### config.mk
export PLATFORM = sky130hd
export DESIGN_NAME = psfm_monitor
export DESIGN_NICKNAME = d
export VERILOG_FILES = /design/src/design/psfm_pkg.sv /design/src/design/psfm_monitor.sv
export SDC_FILE = /design/constraint.sdc
export NUM_CORES = 1
export LEC_CHECK = 0
export BUFFER_PORTS_ARGS = -buffer_cell sky130_fd_sc_hd__clkbuf_2
export CELL_PAD_IN_SITES_DETAIL_PLACEMENT = 1
export CELL_PAD_IN_SITES_GLOBAL_PLACEMENT = 1
export CORE_AREA = 2 2 230 176
export DETAILED_ROUTE_END_ITERATION = 8
export DIE_AREA = 0 0 232 178
export MAX_ROUTING_LAYER = met4
export PLACE_DENSITY_LB_ADDON = 0.1
export SYNTH_ARGS = -nofsm -noshare
export SYNTH_HDL_FRONTEND = slang
export SYNTH_SLANG_ARGS = --single-unit
### constraint.sdc
create_clock -name clk_i -period 5.3 [get_ports clk_i]
set_input_delay 1.325 -clock clk_i [delete_from_list [all_inputs] [get_ports clk_i]]
set_output_delay 1.325 -clock clk_i [all_outputs]
set_load 0.01 [all_outputs]
### src/design/psfm_pkg.sv
// constants and types for the source fault monitor
package psfm_pkg;
  // ----------------------------------------
  // clock and times
  // ----------------------------------------
  localparam int unsigned CLK_HZ         = 25_000_000;
  localparam int unsigned CYC_PER_US     = CLK_HZ / 1_000_000;
  localparam int unsigned CYC_PER_MS     = CLK_HZ / 1_000;
  localparam int unsigned TEMP_DEB_US    = 10_000;
  localparam int unsigned CC_DEB_US      = 100;
  localparam int unsigned VCONN_DEB_US   = 500;
  localparam int unsigned RESTART_MS     = 2_000;
  localparam int unsigned TEMP_DEB_CYC   = TEMP_DEB_US * CYC_PER_US;
  localparam int unsigned CC_DEB_CYC     = CC_DEB_US * CYC_PER_US;
  localparam int unsigned VCONN_DEB_CYC  = VCONN_DEB_US * CYC_PER_US;
  localparam int unsigned RESTART_CYC    = RESTART_MS * CYC_PER_MS;
  localparam int unsigned CNT_W          = 26;
  // ----------------------------------------
  // register map, byte addresses
  // ----------------------------------------
  localparam logic [4:0] ADDR_CTRL  = 5'h00;
  localparam logic [4:0] ADDR_ICURR = 5'h04;
  localparam logic [4:0] ADDR_TEXT  = 5'h08;
  localparam logic [4:0] ADDR_TDIE  = 5'h0C;
  localparam logic [4:0] ADDR_STAT  = 5'h10;
  localparam logic [4:0] ADDR_MEAS  = 5'h14;
  localparam logic [4:0] ADDR_TMEAS = 5'h18;
  localparam int unsigned CTRL_PPS   = 0;
  localparam int unsigned CTRL_THERM = 1;
  localparam int unsigned CTRL_CABLE = 2;
  localparam int unsigned STAT_OCPH  = 1;
  localparam int unsigned STAT_OTPH  = 2;
  localparam int unsigned HI_LSB     = 16;
  localparam logic [2:0] CTRL_RST      = 3'h0;
  localparam logic [9:0] ICURR_RST     = 10'h12C;
  localparam logic [9:0] EXT_WARN_RST  = 10'h2A0;
  localparam logic [9:0] EXT_OTP_RST   = 10'h2D0;
  localparam logic [9:0] DIE_WARN_RST  = 10'h2B0;
  localparam logic [9:0] DIE_OTP_RST   = 10'h2E0;
  localparam logic [9:0] VBUS_OFF_CODE = 10'h0C8;
  // over-current at 120 percent: iload*5 > limit*6
  localparam logic [12:0] OCP_MUL_I = 13'h0005;
  localparam logic [12:0] OCP_MUL_L = 13'h0006;
  // ----------------------------------------
  // debounce channels
  // ----------------------------------------
  localparam int unsigned NDEB     = 6;
  localparam int unsigned DB_EWARN = 0;
  localparam int unsigned DB_EOTP  = 1;
  localparam int unsigned DB_DWARN = 2;
  localparam int unsigned DB_DOTP  = 3;
  localparam int unsigned DB_CC    = 4;
  localparam int unsigned DB_VCONN = 5;
  // ----------------------------------------
  // types
  // ----------------------------------------
  typedef enum logic [2:0] {
    ST_RUN   = 3'b001,
    ST_FAULT = 3'b010,
    ST_WAIT  = 3'b100
  } psfm_state_e;
  typedef struct packed {
    logic [9:0] vout;
    logic [9:0] iload;
    logic [9:0] temp_ext;
    logic       current_limit_mode;
    logic       ocp_hist;
    logic       otp_hist;
    logic       cable_limited;
  } psfm_status_s;
  typedef struct packed {
    logic over_current_fault;
    logic otp;
    logic temp_warn;
    logic mode_change;
  } psfm_alert_s;
  typedef struct packed {
    logic over_current_fault;
    logic uv;
    logic ext_otp;
    logic die_otp;
    logic cc_ov;
    logic vconn_oc;
  } psfm_fault_s;
endpackage

### src/design/psfm_monitor.sv
// source fault monitor with avalon register slave
// How it works
// - fixed contract trips over-current fault above 120 percent of requested current
// - faults except vconn drop pull-up and vbus, then restart at 5 V after delay
// - after over-current, alert on next explicit contract; status keeps the history
// - programmable contract uses current limiting, never the over-current fault
// - programmable contract flags undervoltage only below the vbus off level
// - a new requested current is applied as the new limit at once
// - every change between current limit and constant voltage sends an alert
// - programmable status carries mode flag, output voltage and load current
// - thermistor variant puts external temperature into status
// - external temperature over warning for debounce time sends warning alert
// - external temperature over trip for debounce time raises fault
// - after temperature fault, alert on next explicit contract
// - without thermistor, die temperature warning sends warning alert
// - die temperature over trip for debounce time raises fault
// - with thermistor both trips fault, but warnings come only from thermistor
// - either cc pin over-voltage for debounce time raises fault
// - cable variant sources vconn and discovers cable before advertising 5A
// - vconn over-current for debounce time cuts vconn and aborts discovery
// - after vconn abort advertise 3 A, no alert, set cable limited bit
//
// The implementer's own choices: register access over Avalon-MM and the register offsets.
`timescale 1ns/1ns
`default_nettype none
module psfm_monitor #(
  parameter int unsigned TEMP_DEB_CYC  = psfm_pkg::TEMP_DEB_CYC,
  parameter int unsigned VCONN_DEB_CYC = psfm_pkg::VCONN_DEB_CYC,
  parameter int unsigned RESTART_CYC   = psfm_pkg::RESTART_CYC
) (
  // clock, reset, enable
  input  wire logic                   clk_i,
  input  wire logic                   rst_b_i,
  input  wire logic                   ce_i,
  // avalon slave
  input  wire logic [4:0]             avs_address_i,
  input  wire logic                   avs_read_i,
  input  wire logic                   avs_write_i,
  input  wire logic [31:0]            avs_writedata_i,
  input  wire logic [3:0]             avs_byteenable_i,
  output var  logic [31:0]            avs_readdata_o,
  output logic                        avs_waitrequest_o,
  // adc results, same clock
  input  wire logic [9:0]             vout_adc_i,
  input  wire logic [9:0]             iload_adc_i,
  input  wire logic [9:0]             temp_ext_adc_i,
  input  wire logic [9:0]             temp_die_adc_i,
  // comparator pins
  input  wire logic                   cc1_ov_i,
  input  wire logic                   cc2_ov_i,
  input  wire logic                   vconn_oc_i,
  // pd engine
  input  wire logic                   contract_est_i,
  input  wire logic                   disc_done_i,
  input  wire logic                   emarker_5a_i,
  // power path
  output logic                        cc_pullup_en_o,
  output logic                        vbus_switch_en_o,
  output var  logic                   restart_5v_o,
  output logic                        cl_en_o,
  output var  logic [9:0]             cl_limit_o,
  output var  logic                   vconn_en_o,
  output var  logic                   disc_abort_o,
  output logic                        adv_5a_o,
  // reports to sink
  output var  logic                   alert_valid_o,
  output var  psfm_pkg::psfm_alert_s  alert_o,
  output var  psfm_pkg::psfm_status_s status_o
);
  import psfm_pkg::*;

  function automatic logic [9:0] hi10(input logic [31:0] w);
    hi10 = w[HI_LSB +: 10];
  endfunction

  // ----------------------------------------
  // pin synchronisers
  // ----------------------------------------
  logic [2:0] pin_s1;
  logic [2:0] pin_s2;
  always_ff @(posedge clk_i or negedge rst_b_i) begin
    if (!rst_b_i) begin
      pin_s1 <= 3'h0;
      pin_s2 <= 3'h0;
    end else if (ce_i) begin
      pin_s1 <= {vconn_oc_i, cc2_ov_i, cc1_ov_i};
      pin_s2 <= pin_s1;
    end
  end

  // ----------------------------------------
  // registers and bus
  // ----------------------------------------
  logic [2:0]  ctrl;
  logic [9:0]  ext_warn, ext_otp, die_warn, die_otp;
  logic        ack;
  logic [2:0]  next_ctrl;
  logic [9:0]  next_cl_limit, next_ext_warn, next_ext_otp, next_die_warn, next_die_otp;
  logic [31:0] next_rdata;
  logic        wr_go;
  logic        req;
  logic [31:0] stat_word;
  psfm_fault_s fault_src;
  psfm_state_e state;
  logic        ocp_hist, otp_hist, cable_limited, cl_mode;
  logic        clr_ocph, clr_otph;

  assign req = avs_read_i | avs_write_i;
  assign avs_waitrequest_o = req & ~ack;
  assign wr_go = avs_write_i & ack;
  assign clr_ocph = wr_go && avs_address_i == ADDR_STAT && avs_writedata_i[STAT_OCPH];
  assign clr_otph = wr_go && avs_address_i == ADDR_STAT && avs_writedata_i[STAT_OTPH];
  assign stat_word = {18'h0, fault_src, 2'h0, (state != ST_RUN), adv_5a_o,
                      cable_limited, otp_hist, ocp_hist, cl_mode};

  always_comb begin
    next_ctrl     = ctrl;
    next_cl_limit = cl_limit_o;
    next_ext_warn = ext_warn;
    next_ext_otp  = ext_otp;
    next_die_warn = die_warn;
    next_die_otp  = die_otp;
    next_rdata    = avs_readdata_o;
    if (wr_go && avs_byteenable_i[0]) begin
      unique case (avs_address_i)
        ADDR_CTRL:  next_ctrl = avs_writedata_i[2:0];
        ADDR_TEXT:  next_ext_warn = avs_writedata_i[9:0];
        ADDR_TDIE:  next_die_warn = avs_writedata_i[9:0];
        ADDR_ICURR: next_cl_limit = avs_writedata_i[9:0];
        default: ;
      endcase
    end
    if (wr_go && avs_byteenable_i[2]) begin
      if (avs_address_i == ADDR_TEXT) next_ext_otp = hi10(avs_writedata_i);
      if (avs_address_i == ADDR_TDIE) next_die_otp = hi10(avs_writedata_i);
    end
    // read data is latched as the wait state ends; unmapped reads give zero
    if (avs_read_i && !ack) begin
      unique case (avs_address_i)
        ADDR_CTRL:  next_rdata = {29'h0, ctrl};
        ADDR_ICURR: next_rdata = {22'h0, cl_limit_o};
        ADDR_TEXT:  next_rdata = {6'h0, ext_otp, 6'h0, ext_warn};
        ADDR_TDIE:  next_rdata = {6'h0, die_otp, 6'h0, die_warn};
        ADDR_STAT:  next_rdata = stat_word;
        ADDR_MEAS:  next_rdata = {6'h0, iload_adc_i, 6'h0, vout_adc_i};
        ADDR_TMEAS: next_rdata = {6'h0, temp_die_adc_i, 6'h0, temp_ext_adc_i};
        default:    next_rdata = 32'h0;
      endcase
    end
  end

  always_ff @(posedge clk_i or negedge rst_b_i) begin
    if (!rst_b_i) begin
      ack            <= 1'b0;
      ctrl           <= CTRL_RST;
      cl_limit_o     <= ICURR_RST;
      ext_warn       <= EXT_WARN_RST;
      ext_otp        <= EXT_OTP_RST;
      die_warn       <= DIE_WARN_RST;
      die_otp        <= DIE_OTP_RST;
      avs_readdata_o <= 32'h0;
    end else if (ce_i) begin
      ack            <= req & ~ack;
      ctrl           <= next_ctrl;
      cl_limit_o     <= next_cl_limit;
      ext_warn       <= next_ext_warn;
      ext_otp        <= next_ext_otp;
      die_warn       <= next_die_warn;
      die_otp        <= next_die_otp;
      avs_readdata_o <= next_rdata;
    end
  end

  // ----------------------------------------
  // debounce timers
  // ----------------------------------------
  logic [CNT_W-1:0] cnt [NDEB];
  logic [CNT_W-1:0] next_cnt [NDEB];
  logic [CNT_W-1:0] lim [NDEB];
  logic [NDEB-1:0]  cond, deb;
  logic             pps, therm, cable_var, run, disc_active;

  assign pps       = ctrl[CTRL_PPS];
  assign therm     = ctrl[CTRL_THERM];
  assign cable_var = ctrl[CTRL_CABLE];
  assign run       = state == ST_RUN;
  assign lim[DB_EWARN] = CNT_W'(TEMP_DEB_CYC);
  assign lim[DB_EOTP]  = CNT_W'(TEMP_DEB_CYC);
  assign lim[DB_DWARN] = CNT_W'(TEMP_DEB_CYC);
  assign lim[DB_DOTP]  = CNT_W'(TEMP_DEB_CYC);
  assign lim[DB_CC]    = CNT_W'(CC_DEB_CYC);
  assign lim[DB_VCONN] = CNT_W'(VCONN_DEB_CYC);
  assign cond[DB_EWARN] = temp_ext_adc_i > ext_warn;
  assign cond[DB_EOTP]  = temp_ext_adc_i > ext_otp;
  assign cond[DB_DWARN] = temp_die_adc_i > die_warn;
  assign cond[DB_DOTP]  = temp_die_adc_i > die_otp;
  assign cond[DB_CC]    = pin_s2[0] | pin_s2[1];
  assign cond[DB_VCONN] = pin_s2[2] & disc_active;

  always_comb begin
    for (int i = 0; i < NDEB; i++) begin
      deb[i] = cnt[i] == lim[i];
      // counts only while held, any gap restarts
      next_cnt[i] = !cond[i] ? '0 : (deb[i] ? cnt[i] : cnt[i] + 1'b1);
    end
  end

  always_ff @(posedge clk_i or negedge rst_b_i) begin
    if (!rst_b_i) begin
      for (int i = 0; i < NDEB; i++) cnt[i] <= '0;
    end else if (ce_i) begin
      for (int i = 0; i < NDEB; i++) cnt[i] <= next_cnt[i];
    end
  end

  // ----------------------------------------
  // fault sequencing
  // ----------------------------------------
  psfm_state_e      next_state;
  psfm_fault_s      cur, next_fault_src;
  logic [CNT_W-1:0] wcnt, next_wcnt;
  logic             present, trip, next_restart;
  logic [12:0]      i_scaled, l_scaled;

  assign i_scaled = 13'(iload_adc_i) * OCP_MUL_I;
  assign l_scaled = 13'(cl_limit_o) * OCP_MUL_L;
  assign cur.over_current_fault      = !pps && i_scaled > l_scaled;
  assign cur.uv       = vout_adc_i < VBUS_OFF_CODE;
  assign cur.ext_otp  = therm & deb[DB_EOTP];
  assign cur.die_otp  = deb[DB_DOTP];
  assign cur.cc_ov    = deb[DB_CC];
  assign cur.vconn_oc = deb[DB_VCONN] & disc_active;
  // vconn trouble stays out of the shutdown path
  assign trip    = cur.over_current_fault | cur.uv | cur.ext_otp | cur.die_otp | cur.cc_ov;
  // undervoltage is ignored while off, vbus is low by design then
  assign present = cur.ext_otp | cur.die_otp | cur.cc_ov;

  always_comb begin
    next_state     = state;
    next_wcnt      = '0;
    next_restart   = 1'b0;
    next_fault_src = fault_src;
    unique case (state)
      ST_RUN: begin
        if (trip) begin
          next_state     = ST_FAULT;
          next_fault_src = cur;
        end
        next_fault_src.vconn_oc = fault_src.vconn_oc | cur.vconn_oc;
      end
      ST_FAULT: begin
        if (!present) next_state = ST_WAIT;
      end
      ST_WAIT: begin
        next_wcnt = wcnt + 1'b1;
        if (present) begin
          next_state = ST_FAULT;
        end else if (wcnt == CNT_W'(RESTART_CYC - 1)) begin
          next_state     = ST_RUN;
          next_restart   = 1'b1;
          next_fault_src = '0;
        end
      end
      default: next_state = ST_RUN;
    endcase
  end

  always_ff @(posedge clk_i or negedge rst_b_i) begin
    if (!rst_b_i) begin
      state        <= ST_RUN;
      wcnt         <= '0;
      restart_5v_o <= 1'b0;
      fault_src    <= '0;
    end else if (ce_i) begin
      state        <= next_state;
      wcnt         <= next_wcnt;
      restart_5v_o <= next_restart;
      fault_src    <= next_fault_src;
    end
  end

  assign cc_pullup_en_o   = state[0];
  assign vbus_switch_en_o = state[0];
  assign cl_en_o          = pps;

  // ----------------------------------------
  // alerts, histories, cable discovery
  // ----------------------------------------
  logic ocp_pend, otp_pend, warn_seen, disc_tried, cable_5a;
  logic next_ocp_pend, next_otp_pend, next_ocp_hist, next_otp_hist, next_cl_mode;
  logic next_disc_active, next_disc_tried, next_cable_5a, next_cable_limited;
  logic warn_now, cl_now, new_otp, send_ct, next_alert_valid;
  psfm_alert_s  next_alert;
  psfm_status_s next_status;

  assign warn_now = therm ? deb[DB_EWARN] : deb[DB_DWARN];
  assign cl_now   = pps && run && iload_adc_i >= cl_limit_o;
  assign new_otp  = run && (cur.ext_otp | cur.die_otp);
  assign send_ct  = contract_est_i && run;
  assign adv_5a_o = cable_var && cable_5a && !cable_limited;

  always_comb begin
    next_ocp_pend = (ocp_pend & ~send_ct) | (run & cur.over_current_fault);
    next_otp_pend = (otp_pend & ~send_ct) | new_otp;
    // a new event wins over a software clear
    next_ocp_hist = (ocp_hist & ~clr_ocph) | (run & cur.over_current_fault);
    next_otp_hist = (otp_hist & ~clr_otph) | new_otp;
    next_cl_mode  = cl_now;
    next_alert.over_current_fault         = send_ct & ocp_pend;
    next_alert.otp         = send_ct & otp_pend;
    next_alert.temp_warn   = warn_now & ~warn_seen;
    next_alert.mode_change = pps & (cl_now != cl_mode);
    next_alert_valid = |next_alert;
    next_disc_active = disc_active & run; // vconn must not outlive a disconnect
    next_disc_tried  = disc_tried & ~restart_5v_o;
    next_cable_5a    = cable_5a;
    next_cable_limited = cable_limited;
    if (cable_var && run && !disc_tried && !disc_active) begin
      next_disc_active = 1'b1;
      next_disc_tried  = 1'b1;
      next_cable_5a    = 1'b0;
    end
    if (disc_active && cur.vconn_oc) begin
      next_disc_active   = 1'b0;
      next_cable_limited = 1'b1;
    end else if (disc_active && disc_done_i) begin
      next_disc_active = 1'b0;
      next_cable_5a    = emarker_5a_i;
    end
    next_status.vout               = vout_adc_i;
    next_status.iload              = iload_adc_i;
    next_status.temp_ext           = therm ? temp_ext_adc_i : 10'h000;
    next_status.current_limit_mode = cl_now;
    next_status.ocp_hist           = next_ocp_hist;
    next_status.otp_hist           = next_otp_hist;
    next_status.cable_limited      = next_cable_limited;
  end

  always_ff @(posedge clk_i or negedge rst_b_i) begin
    if (!rst_b_i) begin
      ocp_pend      <= 1'b0;
      otp_pend      <= 1'b0;
      ocp_hist      <= 1'b0;
      otp_hist      <= 1'b0;
      cl_mode       <= 1'b0;
      warn_seen     <= 1'b0;
      alert_valid_o <= 1'b0;
      alert_o       <= '0;
      disc_active   <= 1'b0;
      disc_tried    <= 1'b0;
      cable_5a      <= 1'b0;
      cable_limited <= 1'b0;
      vconn_en_o    <= 1'b0;
      disc_abort_o  <= 1'b0;
      status_o      <= '0;
    end else if (ce_i) begin
      ocp_pend      <= next_ocp_pend;
      otp_pend      <= next_otp_pend;
      ocp_hist      <= next_ocp_hist;
      otp_hist      <= next_otp_hist;
      cl_mode       <= next_cl_mode;
      warn_seen     <= warn_now;
      alert_valid_o <= next_alert_valid;
      alert_o       <= next_alert;
      disc_active   <= next_disc_active;
      disc_tried    <= next_disc_tried;
      cable_5a      <= next_cable_5a;
      cable_limited <= next_cable_limited;
      vconn_en_o    <= next_disc_active;
      disc_abort_o  <= disc_active & cur.vconn_oc;
      status_o      <= next_status;
    end
  end

  // ----------------------------------------
  // checks
  // ----------------------------------------
  chk_ocp_trip: assert property (@(posedge clk_i) disable iff (!rst_b_i)
    ce_i && run && !pps && i_scaled > l_scaled |=> state == ST_FAULT && !vbus_switch_en_o)
    else $error("over-current did not shut the output");
  chk_restart_5v: assert property (@(posedge clk_i) disable iff (!rst_b_i)
    $rose(restart_5v_o) |-> cc_pullup_en_o && $past(state) == ST_WAIT)
    else $error("restart without wait state");
  chk_ocp_alert: assert property (@(posedge clk_i) disable iff (!rst_b_i)
    ce_i && send_ct && ocp_pend |=> alert_valid_o && alert_o.over_current_fault)
    else $error("over-current alert missing on contract");
  chk_pps_mode: assert property (@(posedge clk_i) disable iff (!rst_b_i)
    ce_i && pps && run && iload_adc_i >= cl_limit_o |=> status_o.current_limit_mode)
    else $error("limit mode not reported");
  chk_uv_level: assert property (@(posedge clk_i) disable iff (!rst_b_i)
    $rose(fault_src.uv) |-> $past(vout_adc_i) < VBUS_OFF_CODE)
    else $error("undervoltage above off level");
  chk_limit_apply: assert property (@(posedge clk_i) disable iff (!rst_b_i)
    ce_i && wr_go && avs_address_i == ADDR_ICURR && avs_byteenable_i[0]
      |=> cl_limit_o == $past(avs_writedata_i[9:0]))
    else $error("new current limit not applied");
  chk_mode_alert: assert property (@(posedge clk_i) disable iff (!rst_b_i)
    ce_i && pps && cl_now != cl_mode |=> alert_valid_o && alert_o.mode_change)
    else $error("mode change without alert");
  chk_deb_reset: assert property (@(posedge clk_i) disable iff (!rst_b_i)
    ce_i && !cond[DB_CC] |=> cnt[DB_CC] == '0)
    else $error("cc debounce not restarted");
  chk_cc_fault: assert property (@(posedge clk_i) disable iff (!rst_b_i)
    ce_i && run && deb[DB_CC] |=> state == ST_FAULT ##1 !cc_pullup_en_o)
    else $error("cc over-voltage not acted on");
  chk_vconn_abort: assert property (@(posedge clk_i) disable iff (!rst_b_i)
    ce_i && disc_active && cur.vconn_oc |=> !vconn_en_o && disc_abort_o && cable_limited && run)
    else $error("vconn abort incomplete");
endmodule
`default_nettype wire

## Word level (Yosys, flattened, before mapping)

Cells that the tools add are included.

- Equal/unequal tests: 29
- Magnitude comparators: 7
- Bitwise gates (word level): 36
- $add $sub $neg: 7
- Multipliers: 2
- Reductions and logical operators: 43
- Mux-type cells: 35

Operators by type and width:

| cell | count |
|---|---|
| 26-bit 2-to-1 mux | 13 |
| 26-bit by 1-bit adder with 26-bit output (second input constant) | 7 |
| 26-bit one-hot mux with 7 select lines | 1 |
| 26-bit by 18-bit == test with 1-bit output (second input constant) | 4 |
| 10-bit greater-than comparator | 4 |
| 26-bit by 12-bit == test with 1-bit output (second input constant) | 1 |
| 26-bit by 14-bit == test with 1-bit output (second input constant) | 1 |
| 26-bit == test (second input constant) | 1 |
| 1-bit logical AND | 18 |
| 6-bit 2-to-1 mux | 3 |
| 2-bit != test (second input constant) | 9 |
| 3-bit AND reduction | 6 |
| 1-bit bitwise AND | 17 |
| 2-bit AND reduction | 8 |
| 5-bit == test (second input constant) | 3 |
| 13-bit greater-than comparator | 1 |
| 10-bit by 3-bit multiplier with 13-bit output (second input constant) | 1 |
| 1-bit OR | 13 |
| 10-bit by 2-bit multiplier with 12-bit output (second input constant) | 1 |
| 3-bit 2-to-1 mux | 4 |
| 6-bit one-hot mux with 2 select lines | 1 |
| 1-bit 2-to-1 mux | 11 |
| 5-bit by 4-bit == test with 1-bit output (second input constant) | 2 |
| 10-bit >= comparator | 1 |
| other kinds (18) | 28 |

- Output and inout port bits: 89
- Bits in registers: 330
- Input bits: 92
- Logic and storage cells: 203

## Longest topological paths before layout

Gate-level depths: netlist of run 1.

- Word-level depth: 9
- Gate-level depth with buffers: 18
- Mapped depth without buffers: 18

## Least setup slack after synthesis of run 1

Ideal clock, no wire load.

- Kind: input to register
- Start: input iload_adc_i[1]
- End: register fault_src[1] (netlist name)
- Arrival: 4916 ps
- Library setup time: 125 ps
- Required time: 5175 ps
- Stages: 18
- Path buffers: 0
- Setup slack: 259 ps
- Cells stage by stage: ha_1 -> ha_1 -> fa_1 -> a21oi_1 -> nor2_1 -> nor2_1 -> o21bai_1 -> a21oi_1 -> o21ai_0 -> xor2_1 -> ha_1 -> nand2_1 -> o21ai_0 -> a2111oi_0 -> a21oi_1 -> or4_4 -> nand2_2 -> mux2_4

- Cells in the longest elaborated chain, start to end: 9

Ends and longest elaborated chain:

| item | RTL line | text |
|---|---|---|
| start, declared | psfm_monitor.sv:45 | `input wire logic [9:0] iload_adc_i,` |
| 10-bit by 3-bit multiplier with 13-bit output | psfm_monitor.sv:225 | `assign i_scaled = 13'(iload_adc_i) * OCP_MUL_I;` |
| 13-bit greater-than comparator | psfm_monitor.sv:227 | `assign cur.over_current_fault = !pps && i_scaled > l_scaled;` |
| 1-bit logical AND | psfm_monitor.sv:227 |  |
| 1-bit OR (4 in series) | psfm_monitor.sv:234 | `assign trip = cur.over_current_fault \| cur.uv \| cur.ext_otp \| cur.die_otp \| cur.cc_ov;` |
| 2-bit by 1-bit != test with 1-bit output (no source line) | n/a |  |
| 5-bit AND reduction (no source line) | n/a |  |
| end signal, assigned | psfm_monitor.sv:278 | `fault_src <= next_fault_src;` |
| end, declared | psfm_monitor.sv:103 | `psfm_fault_s fault_src;` |

Every way passes these cells.
A chain may end at the register's enable or synchronous reset.

## Final worst setup path of run 1

- Start: input iload_adc_i[2]
- End: register fault_src[3] (netlist name)

The elaborated chain is that of the path after synthesis.

==> out/metrics.csv, run 1 <==
stage,metric,value,unit
status,status,completed,
setup_path,"CP delay by family, top",compound AO/OA/AOI/OAI gates,
global_routing,initial antenna violation count,1,
clock_tree,CTS tree,built,
yosys,Synth Register Bits,322,
detailed_routing,DR vias,14650,
setup_path,most frequent CP cell,a21oi_1,
placed_design,dpl cells,2545,
clock_tree,number of H-tree levels,2,
finish,Layout area overhead,15.45,%
setup_path,cell breakdown of the critical path,clkbuf_2 -> ha_1 -> ha_1 -> a21o_1 -> a21oi_1 -> o21bai_1 -> a21oi_1 -> o21ai_0 -> a21oi_1 -> nor2b_1 -> ha_1 -> a21oi_1 -> o21ai_0 -> a2111oi_2 -> a21oi_2 -> or4_4 -> nand2_2 -> mux2_4,
yosys,ys async rst share,100.0,%
clock_tree,CTS Buf Count,38,
floorplanning,Die Wd,232,µm
yosys,dominant cells by area after synthesis,"dfrtp_1 43%, ha_1 7.1%, nor2_1 5.4%, xor2_1 5.0%, nand2_1 3.8%",
yosys,post-synth cell types,74,
yosys,"Seq/Total Area, Yosys",45.52,%
clock_tree,CTS sink cnt,322,
yosys,area share of the largest cell type after synthesis,42.56,%
yosys,most common flop cell mapped by yosys,dfrtp_1,
finish,fin nets,2260,
yosys,Cells after Synth,1899,
detailed_routing,number of remaining DRC errors,0,
detailed_routing,Via density,5.610,
detailed_routing,drt initial violations,880,
finish,Final Instance Area,20500,µm²
global_routing,Global Route Usage Sum,27.40,%
placed_design,RD Place Congestion,0.8839,
pwr,Leak,9.578,nW
yosys,Syn. warnings,0,
sta,fin. max-slew vios,0,
yosys,Post-Synthesis Cell Area,17760,µm²
setup_path,buffers and inverters on the worst path,1,
setup_path,CP max stage cell,or4_4,
yosys,"EDFF count, synth",0,
clock_tree,CTS root buf,clkbuf_16,
sta,final setup vio count,0,
sta,unrepaired setup endpoints after global routing,no,
sta,worst rel slew slack,22.96,%
detailed_routing,drt total wl,53970,µm
sta,Tightest Pin Transition,1.156,ns
setup_path,CP Max Fanout,4,
finish,final non-filler cell total,2612,
pwr,maximum vdd drop,212.2,µV
detailed_routing,Pre-antenna DRT Iters,5,
worst_hold_path,HP Class,reg2reg,
sta,WHS,0.4766,ns
yosys,Synth area leader,dfrtp_1,
global_routing,first-pass GRT wire length,86020,µm
global_routing,total gr overflow,0,
sta,period utilisation layout,92.74,%
floorplanning,Top Ports,181,
floorplanning,initial cell density of the core,45.51,%
setup_path,crit path capture type,register,
run,Max Cap Viol,0,
yosys,cell with the most instances after synthesis,dfrtp_1,
setup_path,WP data arrival,5.32,ns
sta,fin crit period,4.915,ns
global_routing,vias in the first global route,15150,
floorplanning,Die Span Y,178,µm
clock_tree,# Post-CTS Setup Buffers,0,
sta,"Hold Vio Cnt, Final",0,
floorplanning,Row Count,63,
finish,layout cell share with drive strength beyond 1,16.26,%
global_routing,pin count of the biggest net entering global routing,99,
placed_design,DP Area,19230,µm²
clock_tree,clock-pin slew on the worst setup and hold paths,0.05,ns
floorplanning,Core ar.,39020,µm²
placed_design,IO buf count,158,
pwr,PD cells,316.7,nW/µm²
yosys,Post-synth top cells,"302 x dfrtp_1, 256 x nor2_1, 178 x nand2_1, 120 x o21ai_0",
setup_path,crit-path max cell delay,0.51,ns
placed_design,DP HPWL,39940,µm
sta,clk_skew,0.02131,ns
detailed_routing,Final ANT Viol Nets,0,
clock_tree,clk_lat worst skew,0.54,ns
setup_path,CP Class,in2reg,
yosys,Post-Syn Area per Cell,9.351,µm²
clock_tree,CTS max path bufs,3,
floorplanning,die footprint,41300,µm²
detailed_routing,Avg WL per Cell,20.66,µm
sta,Fmax achieved,203.4,MHz
setup_path,Crit path required time,5.71,ns
setup_path,Setup crit start kind,input pin,
-- metal layers --
layer | global-route usage (%) | vias up | wire (µm)
met2 | 40.82 | 286 | 23700
met3 | 4.907 | 79 | 2866
met5 | - | - | 0
met1 | 38.43 | 7385 | 25880
li1 | - | 6903 | -
met4 | 7.666 | 0 | 1523
-- tightest hold or removal path, delay by kind of cell, from the launching register on --
kind             cells  cell delay, ns
flip-flops           1            0.34
AO/OA/AOI/OAI        1            0.06
AND/OR/NAND/NOR      1            0.05
-- power by group --
part           leakage [nW]  total (mW)  internal [mW]  switching [mW]
sequential             4.22        2.73           2.60           0.131
clock                 0.629        2.69           1.59            1.10
combinational          4.73        1.07          0.417           0.653
total                  9.58        6.49           4.61            1.88
-- through the flow --
step / worst slack, ns / util, % / total power, mW / setup TNS (ns)
2_1_floorplan: 0.2593 / - / 3.374 / 0
3_3_place_gp: -0.2715 / 49.29 / 3.776 / -1.636
3_5_place_dp: -0.3843 / 49.29 / 3.833 / -2.405
4_1_cts: 0.1492 / 52.51 / 6.536 / 0
5_1_grt: 0.1191 / 52.54 / 6.786 / 0
6_report: 0.3847 / 52.54 / 6.493 / 0
-- timing repair --
action / CTS / global route
setup endpoints to repair: 0 / 7
hold buffers: 0 / 0
gates resized for setup: 0 / 3
-- final timing paths --
check | start | to | slack [ns] | cells past startpoint
worst max-delay path | iload_adc_i[2] | fault_src[3] | 0.38 | 18
worst min-delay path | avs_readdata_o[10] | avs_readdata_o[10] | 0.48 | 2
worst max register to register | cl_limit_o[1] | fault_src[3] | 0.92 | 17
worst min register to register | avs_readdata_o[10] | avs_readdata_o[10] | 0.48 | 2
max in group asynchronous | rst_b_i | pin_s2[2] | 3.36 | 2
min in group asynchronous | rst_b_i | die_otp[2] | 0.81 | 1
-- kinds of logic (layout without fill, tap and decap cells) --
family,after synthesis,in the layout,share of synthesized area (%)
buffers and inverters,180,365,4.122
multiplexers,63,63,3.918
other,1,9,0.02112
AO/OA/AOI/OAI,305,305,10.12
XOR/XNOR,165,165,8.138
flip-flops,322,322,45.52
adder cells (fa/ha/maj),103,103,7.342
AND/OR/NAND/NOR,760,760,20.82
-- registers in the layout, summed over array words and instances, names as in the netlist, 3 cells and up --
name            cells
cnt               156
wcnt               26
state               3
die_warn           10
status_o           30
ext_warn           10
pin_s1              3
fault_src           6
die_otp            10
avs_readdata_o     24
ext_otp            10
pin_s2              3
ctrl                3
cl_limit_o         10
alert_o             4
-- area by class of cell --
| class | count | area [µm²] |
|---|---|---|
| Fill cell | 4511 | 18520 |
| Multi-Input combinational cell | 1404 | 9006 |
| Sequential cell | 322 | 8083 |
| Timing Repair Buffer | 197 | 1121 |
| Clock buffer | 48 | 1082 |
| Tap cell | 520 | 650.6 |
| Inverter | 102 | 382.9 |
| Clock inverter | 18 | 171.4 |
| Antenna cell | 1 | 2.502 |
-- placed cells by master, fill, tap and decap left out, drive strengths merged, types with 17 or more instances in the layout --
| cell | count |
|---|---|
| a21o | 22 |
| a21oi | 89 |
| and3 | 31 |
| buf | 41 |
| clkbuf | 204 |
| dfrtp | 302 |
| dfstp | 20 |
| ha | 101 |
| inv | 102 |
| mux2 | 43 |
| mux2i | 20 |
| nand2 | 179 |
| nand3 | 83 |
| nand4 | 57 |
| nor2 | 256 |
| nor3 | 23 |
| nor4 | 17 |
| o21ai | 122 |
| or3 | 25 |
| xnor2 | 63 |
| xor2 | 102 |
(Power assumes the default switching activity.)
==> run 2, diff against run 1 <==
RECOVER_POWER = 100   (was default)
==> out/metrics.csv, run 2 (synthesis gave the netlist of run 1 again) <==
stage,metric,value,unit
placed_design,IO buf count,158,
setup_path,cell breakdown of the critical path,clkbuf_2 -> ha_1 -> ha_1 -> a21o_1 -> a21oi_1 -> o21bai_1 -> a21oi_1 -> o21ai_0 -> a21oi_1 -> nor2b_1 -> ha_1 -> a21oi_1 -> o21ai_0 -> a2111oi_2 -> a21oi_1 -> or4_4 -> nand2_2 -> mux2_4,
floorplanning,die footprint,41300,µm²
detailed_routing,drt initial violations,925,
setup_path,Crit path required time,5.71,ns
sta,unrepaired setup endpoints after global routing,no,
clock_tree,CTS resizes,0,
detailed_routing,Via density,5.627,
clock_tree,CTS root buf,clkbuf_16,
detailed_routing,Final ANT Viol Nets,0,
setup_path,CP max stage cell,or4_4,
detailed_routing,number of remaining DRC errors,0,
pwr,PD cells,318.5,nW/µm²
detailed_routing,DR vias,14700,
pwr,Leak,9.249,nW
sta,fin. max-slew vios,193,
setup_path,CP Depth,18,
sta,worst rel slew slack,-85.18,%
sta,fin crit period,4.968,ns
global_routing,total gr overflow,0,
clock_tree,clk_lat worst skew,0.55,ns
placed_design,RD Place Congestion,0.8839,
pwr,net switching fraction of the power,29.01,%
clock_tree,# Post-CTS Setup Buffers,0,
detailed_routing,drt total wl,53970,µm
setup_path,CP Class,in2reg,
floorplanning,initial cell density of the core,45.51,%
global_routing,initial antenna violation count,1,
placed_design,DP HPWL,39940,µm
run,Max Cap Viol,4,
pwr,combinational power share,16.1,%
clock_tree,CTS Buf Count,38,
global_routing,pin count of the biggest net entering global routing,99,
worst_hold_path,worst hold stages,2,
setup_path,buffers and inverters on the worst path,1,
sta,worst setup margin,0.3320,ns
finish,Largest regs,"cnt x156, status_o x30, wcnt x26",
clock_tree,number of H-tree levels,2,
sta,Tightest Pin Transition,2.756,ns
pwr,total power,6.460,mW
pwr,Int Power,4.586,mW
global_routing,Global Route Usage Sum,27.40,%
worst_hold_path,HP Class,reg2reg,
setup_path,CP Max Fanout,4,
pwr,maximum vdd drop,212.0,µV
setup_path,Setup crit start kind,input pin,
sta,final setup vio count,0,
clock_tree,CTS Hold Bufs,0,
finish,Storage cell area,8083,µm²
finish,Filler Cells Inserted,4560,
finish,fin nets,2260,
finish,"leading cell type in the layout, fill and taps excluded",dfrtp_1,
finish,Layout area overhead,14.22,%
setup_path,"CP delay by family, top",compound AO/OA/AOI/OAI gates,
clock_tree,CTS max path bufs,3,
detailed_routing,Avg WL per Cell,20.66,µm
finish,layout cell share with drive strength beyond 1,11.19,%
detailed_routing,Pre-antenna DRT Iters,5,
floorplanning,Row Count,63,
floorplanning,Top Ports,181,
clock_tree,CTS sink cnt,322,
clock_tree,clock-pin slew on the worst setup and hold paths,0.05,ns
sta,Setup TNS,0,ns
status,failing checks,"capacitance limit, slew limit",
sta,"Hold Vio Cnt, Final",0,
setup_path,WP data arrival,5.38,ns
floorplanning,Core ar.,39020,µm²
sta,WHS,0.4762,ns
setup_path,worst r2r path cells,16,
setup_path,most frequent CP cell,a21oi_1,
pwr,clock share of power,41.6,%
finish,"commonest non-fill, non-tap cells in the layout","302 x dfrtp_1, 256 x nor2_1, 178 x nand2_1",
sta,period utilisation layout,93.74,%
status,status,"finished, violations left",
setup_path,crit path capture type,register,
finish,most flop-heavy register,cnt,
clock_tree,CTS tree,built,
pwr,Switch Pwr,1.874,mW
global_routing,first-pass GRT wire length,86020,µm
finish,Multi-input gate area,8966,µm²
placed_design,pre-CTS WS,-0.3843,ns
sta,Fmax achieved,201.3,MHz
floorplanning,Die Wd,232,µm
setup_path,crit-path max cell delay,0.53,ns
sta,clk_skew,0.02309,ns
floorplanning,Die Span Y,178,µm
finish,max reg flops,156,
global_routing,vias in the first global route,15150,
pwr,Seq pwr share,42.2,%
## run 2: changes by cell type in the layout (fill, tap and decap cells not counted), moves of 3 or more
cell / before / now
dfstp_2: 20 / 15
clkbuf_1: 4 / 96
a21oi_2: 4 / 1
clkbuf_2: 156 / 81
buf_4: 38 / 21
dfstp_1: 0 / 5
a21oi_1: 85 / 88
## run 2: layout make-up
| type | instances | share of cell area [%] |
|---|---|---|
| Inverter | 102 | 1.888 |
| Sequential cell | 322 | 39.85 |
| Multi-Input combinational cell | 1404 | 44.21 |
| Clock inverter | 18 | 0.8452 |
| Timing Repair Buffer | 197 | 4.651 |
| Clock buffer | 48 | 5.336 |
| Tap cell | 520 | 3.208 |
| Antenna cell | 1 | 0.01234 |
## run 2: worst paths after layout
path	endpoint	slack, ns	from
worst min-delay path	avs_readdata_o[10]	0.48	avs_readdata_o[10]
worst min register to register	avs_readdata_o[10]	0.48	avs_readdata_o[10]
max in group asynchronous	cnt[101]	1.14	rst_b_i
min in group asynchronous	die_otp[2]	1.55	rst_b_i
worst max register to register	fault_src[3]	0.86	cl_limit_o[2]
worst max-delay path	fault_src[3]	0.33	iload_adc_i[2]
## run 2: worst register-to-register path, delay by kind of cell (launching register included)
kind,cells,cell delay [ns]
compound gates,9,1.92
simple gates,3,0.75
flops,1,0.63
fa+ha+maj,2,0.57
mux,1,0.31
xor+xnor,1,0.13
## run 2: power by group through the flow
stage / Clock (mW) / Combinational, mW / Sequential (mW)
2_1_floorplan: 0 / 0.627 / 2.75
3_3_place_gp: 0 / 1.01 / 2.77
3_5_place_dp: 0 / 1.06 / 2.78
4_1_cts: 2.74 / 1.06 / 2.73
5_1_grt: 2.84 / 1.16 / 2.75
6_report: 2.69 / 1.04 / 2.73
## run 2: metal layers
layer | part of all wire, % | GRT usage, % | vias to the layer above
li1 | - | - | 6908
met1 | 47 | 38.43 | 7402
met2 | 44 | 40.82 | 304
met3 | 6.2 | 4.907 | 83
met4 | 2.9 | 7.666 | 0
met5 | 0 | - | -
## run 2: through the flow
step | utilization (%) | instances | instance area [µm²]
after detailed placement | 49.29 | 2545 | 19230
after global placement | 49.29 | 2545 | 19230
final | 51.98 | 2612 | 20280
after floorplan | - | 1906 | 17780
after CTS | 52.51 | 2611 | 20490
after global routing | 51.98 | 2612 | 20280
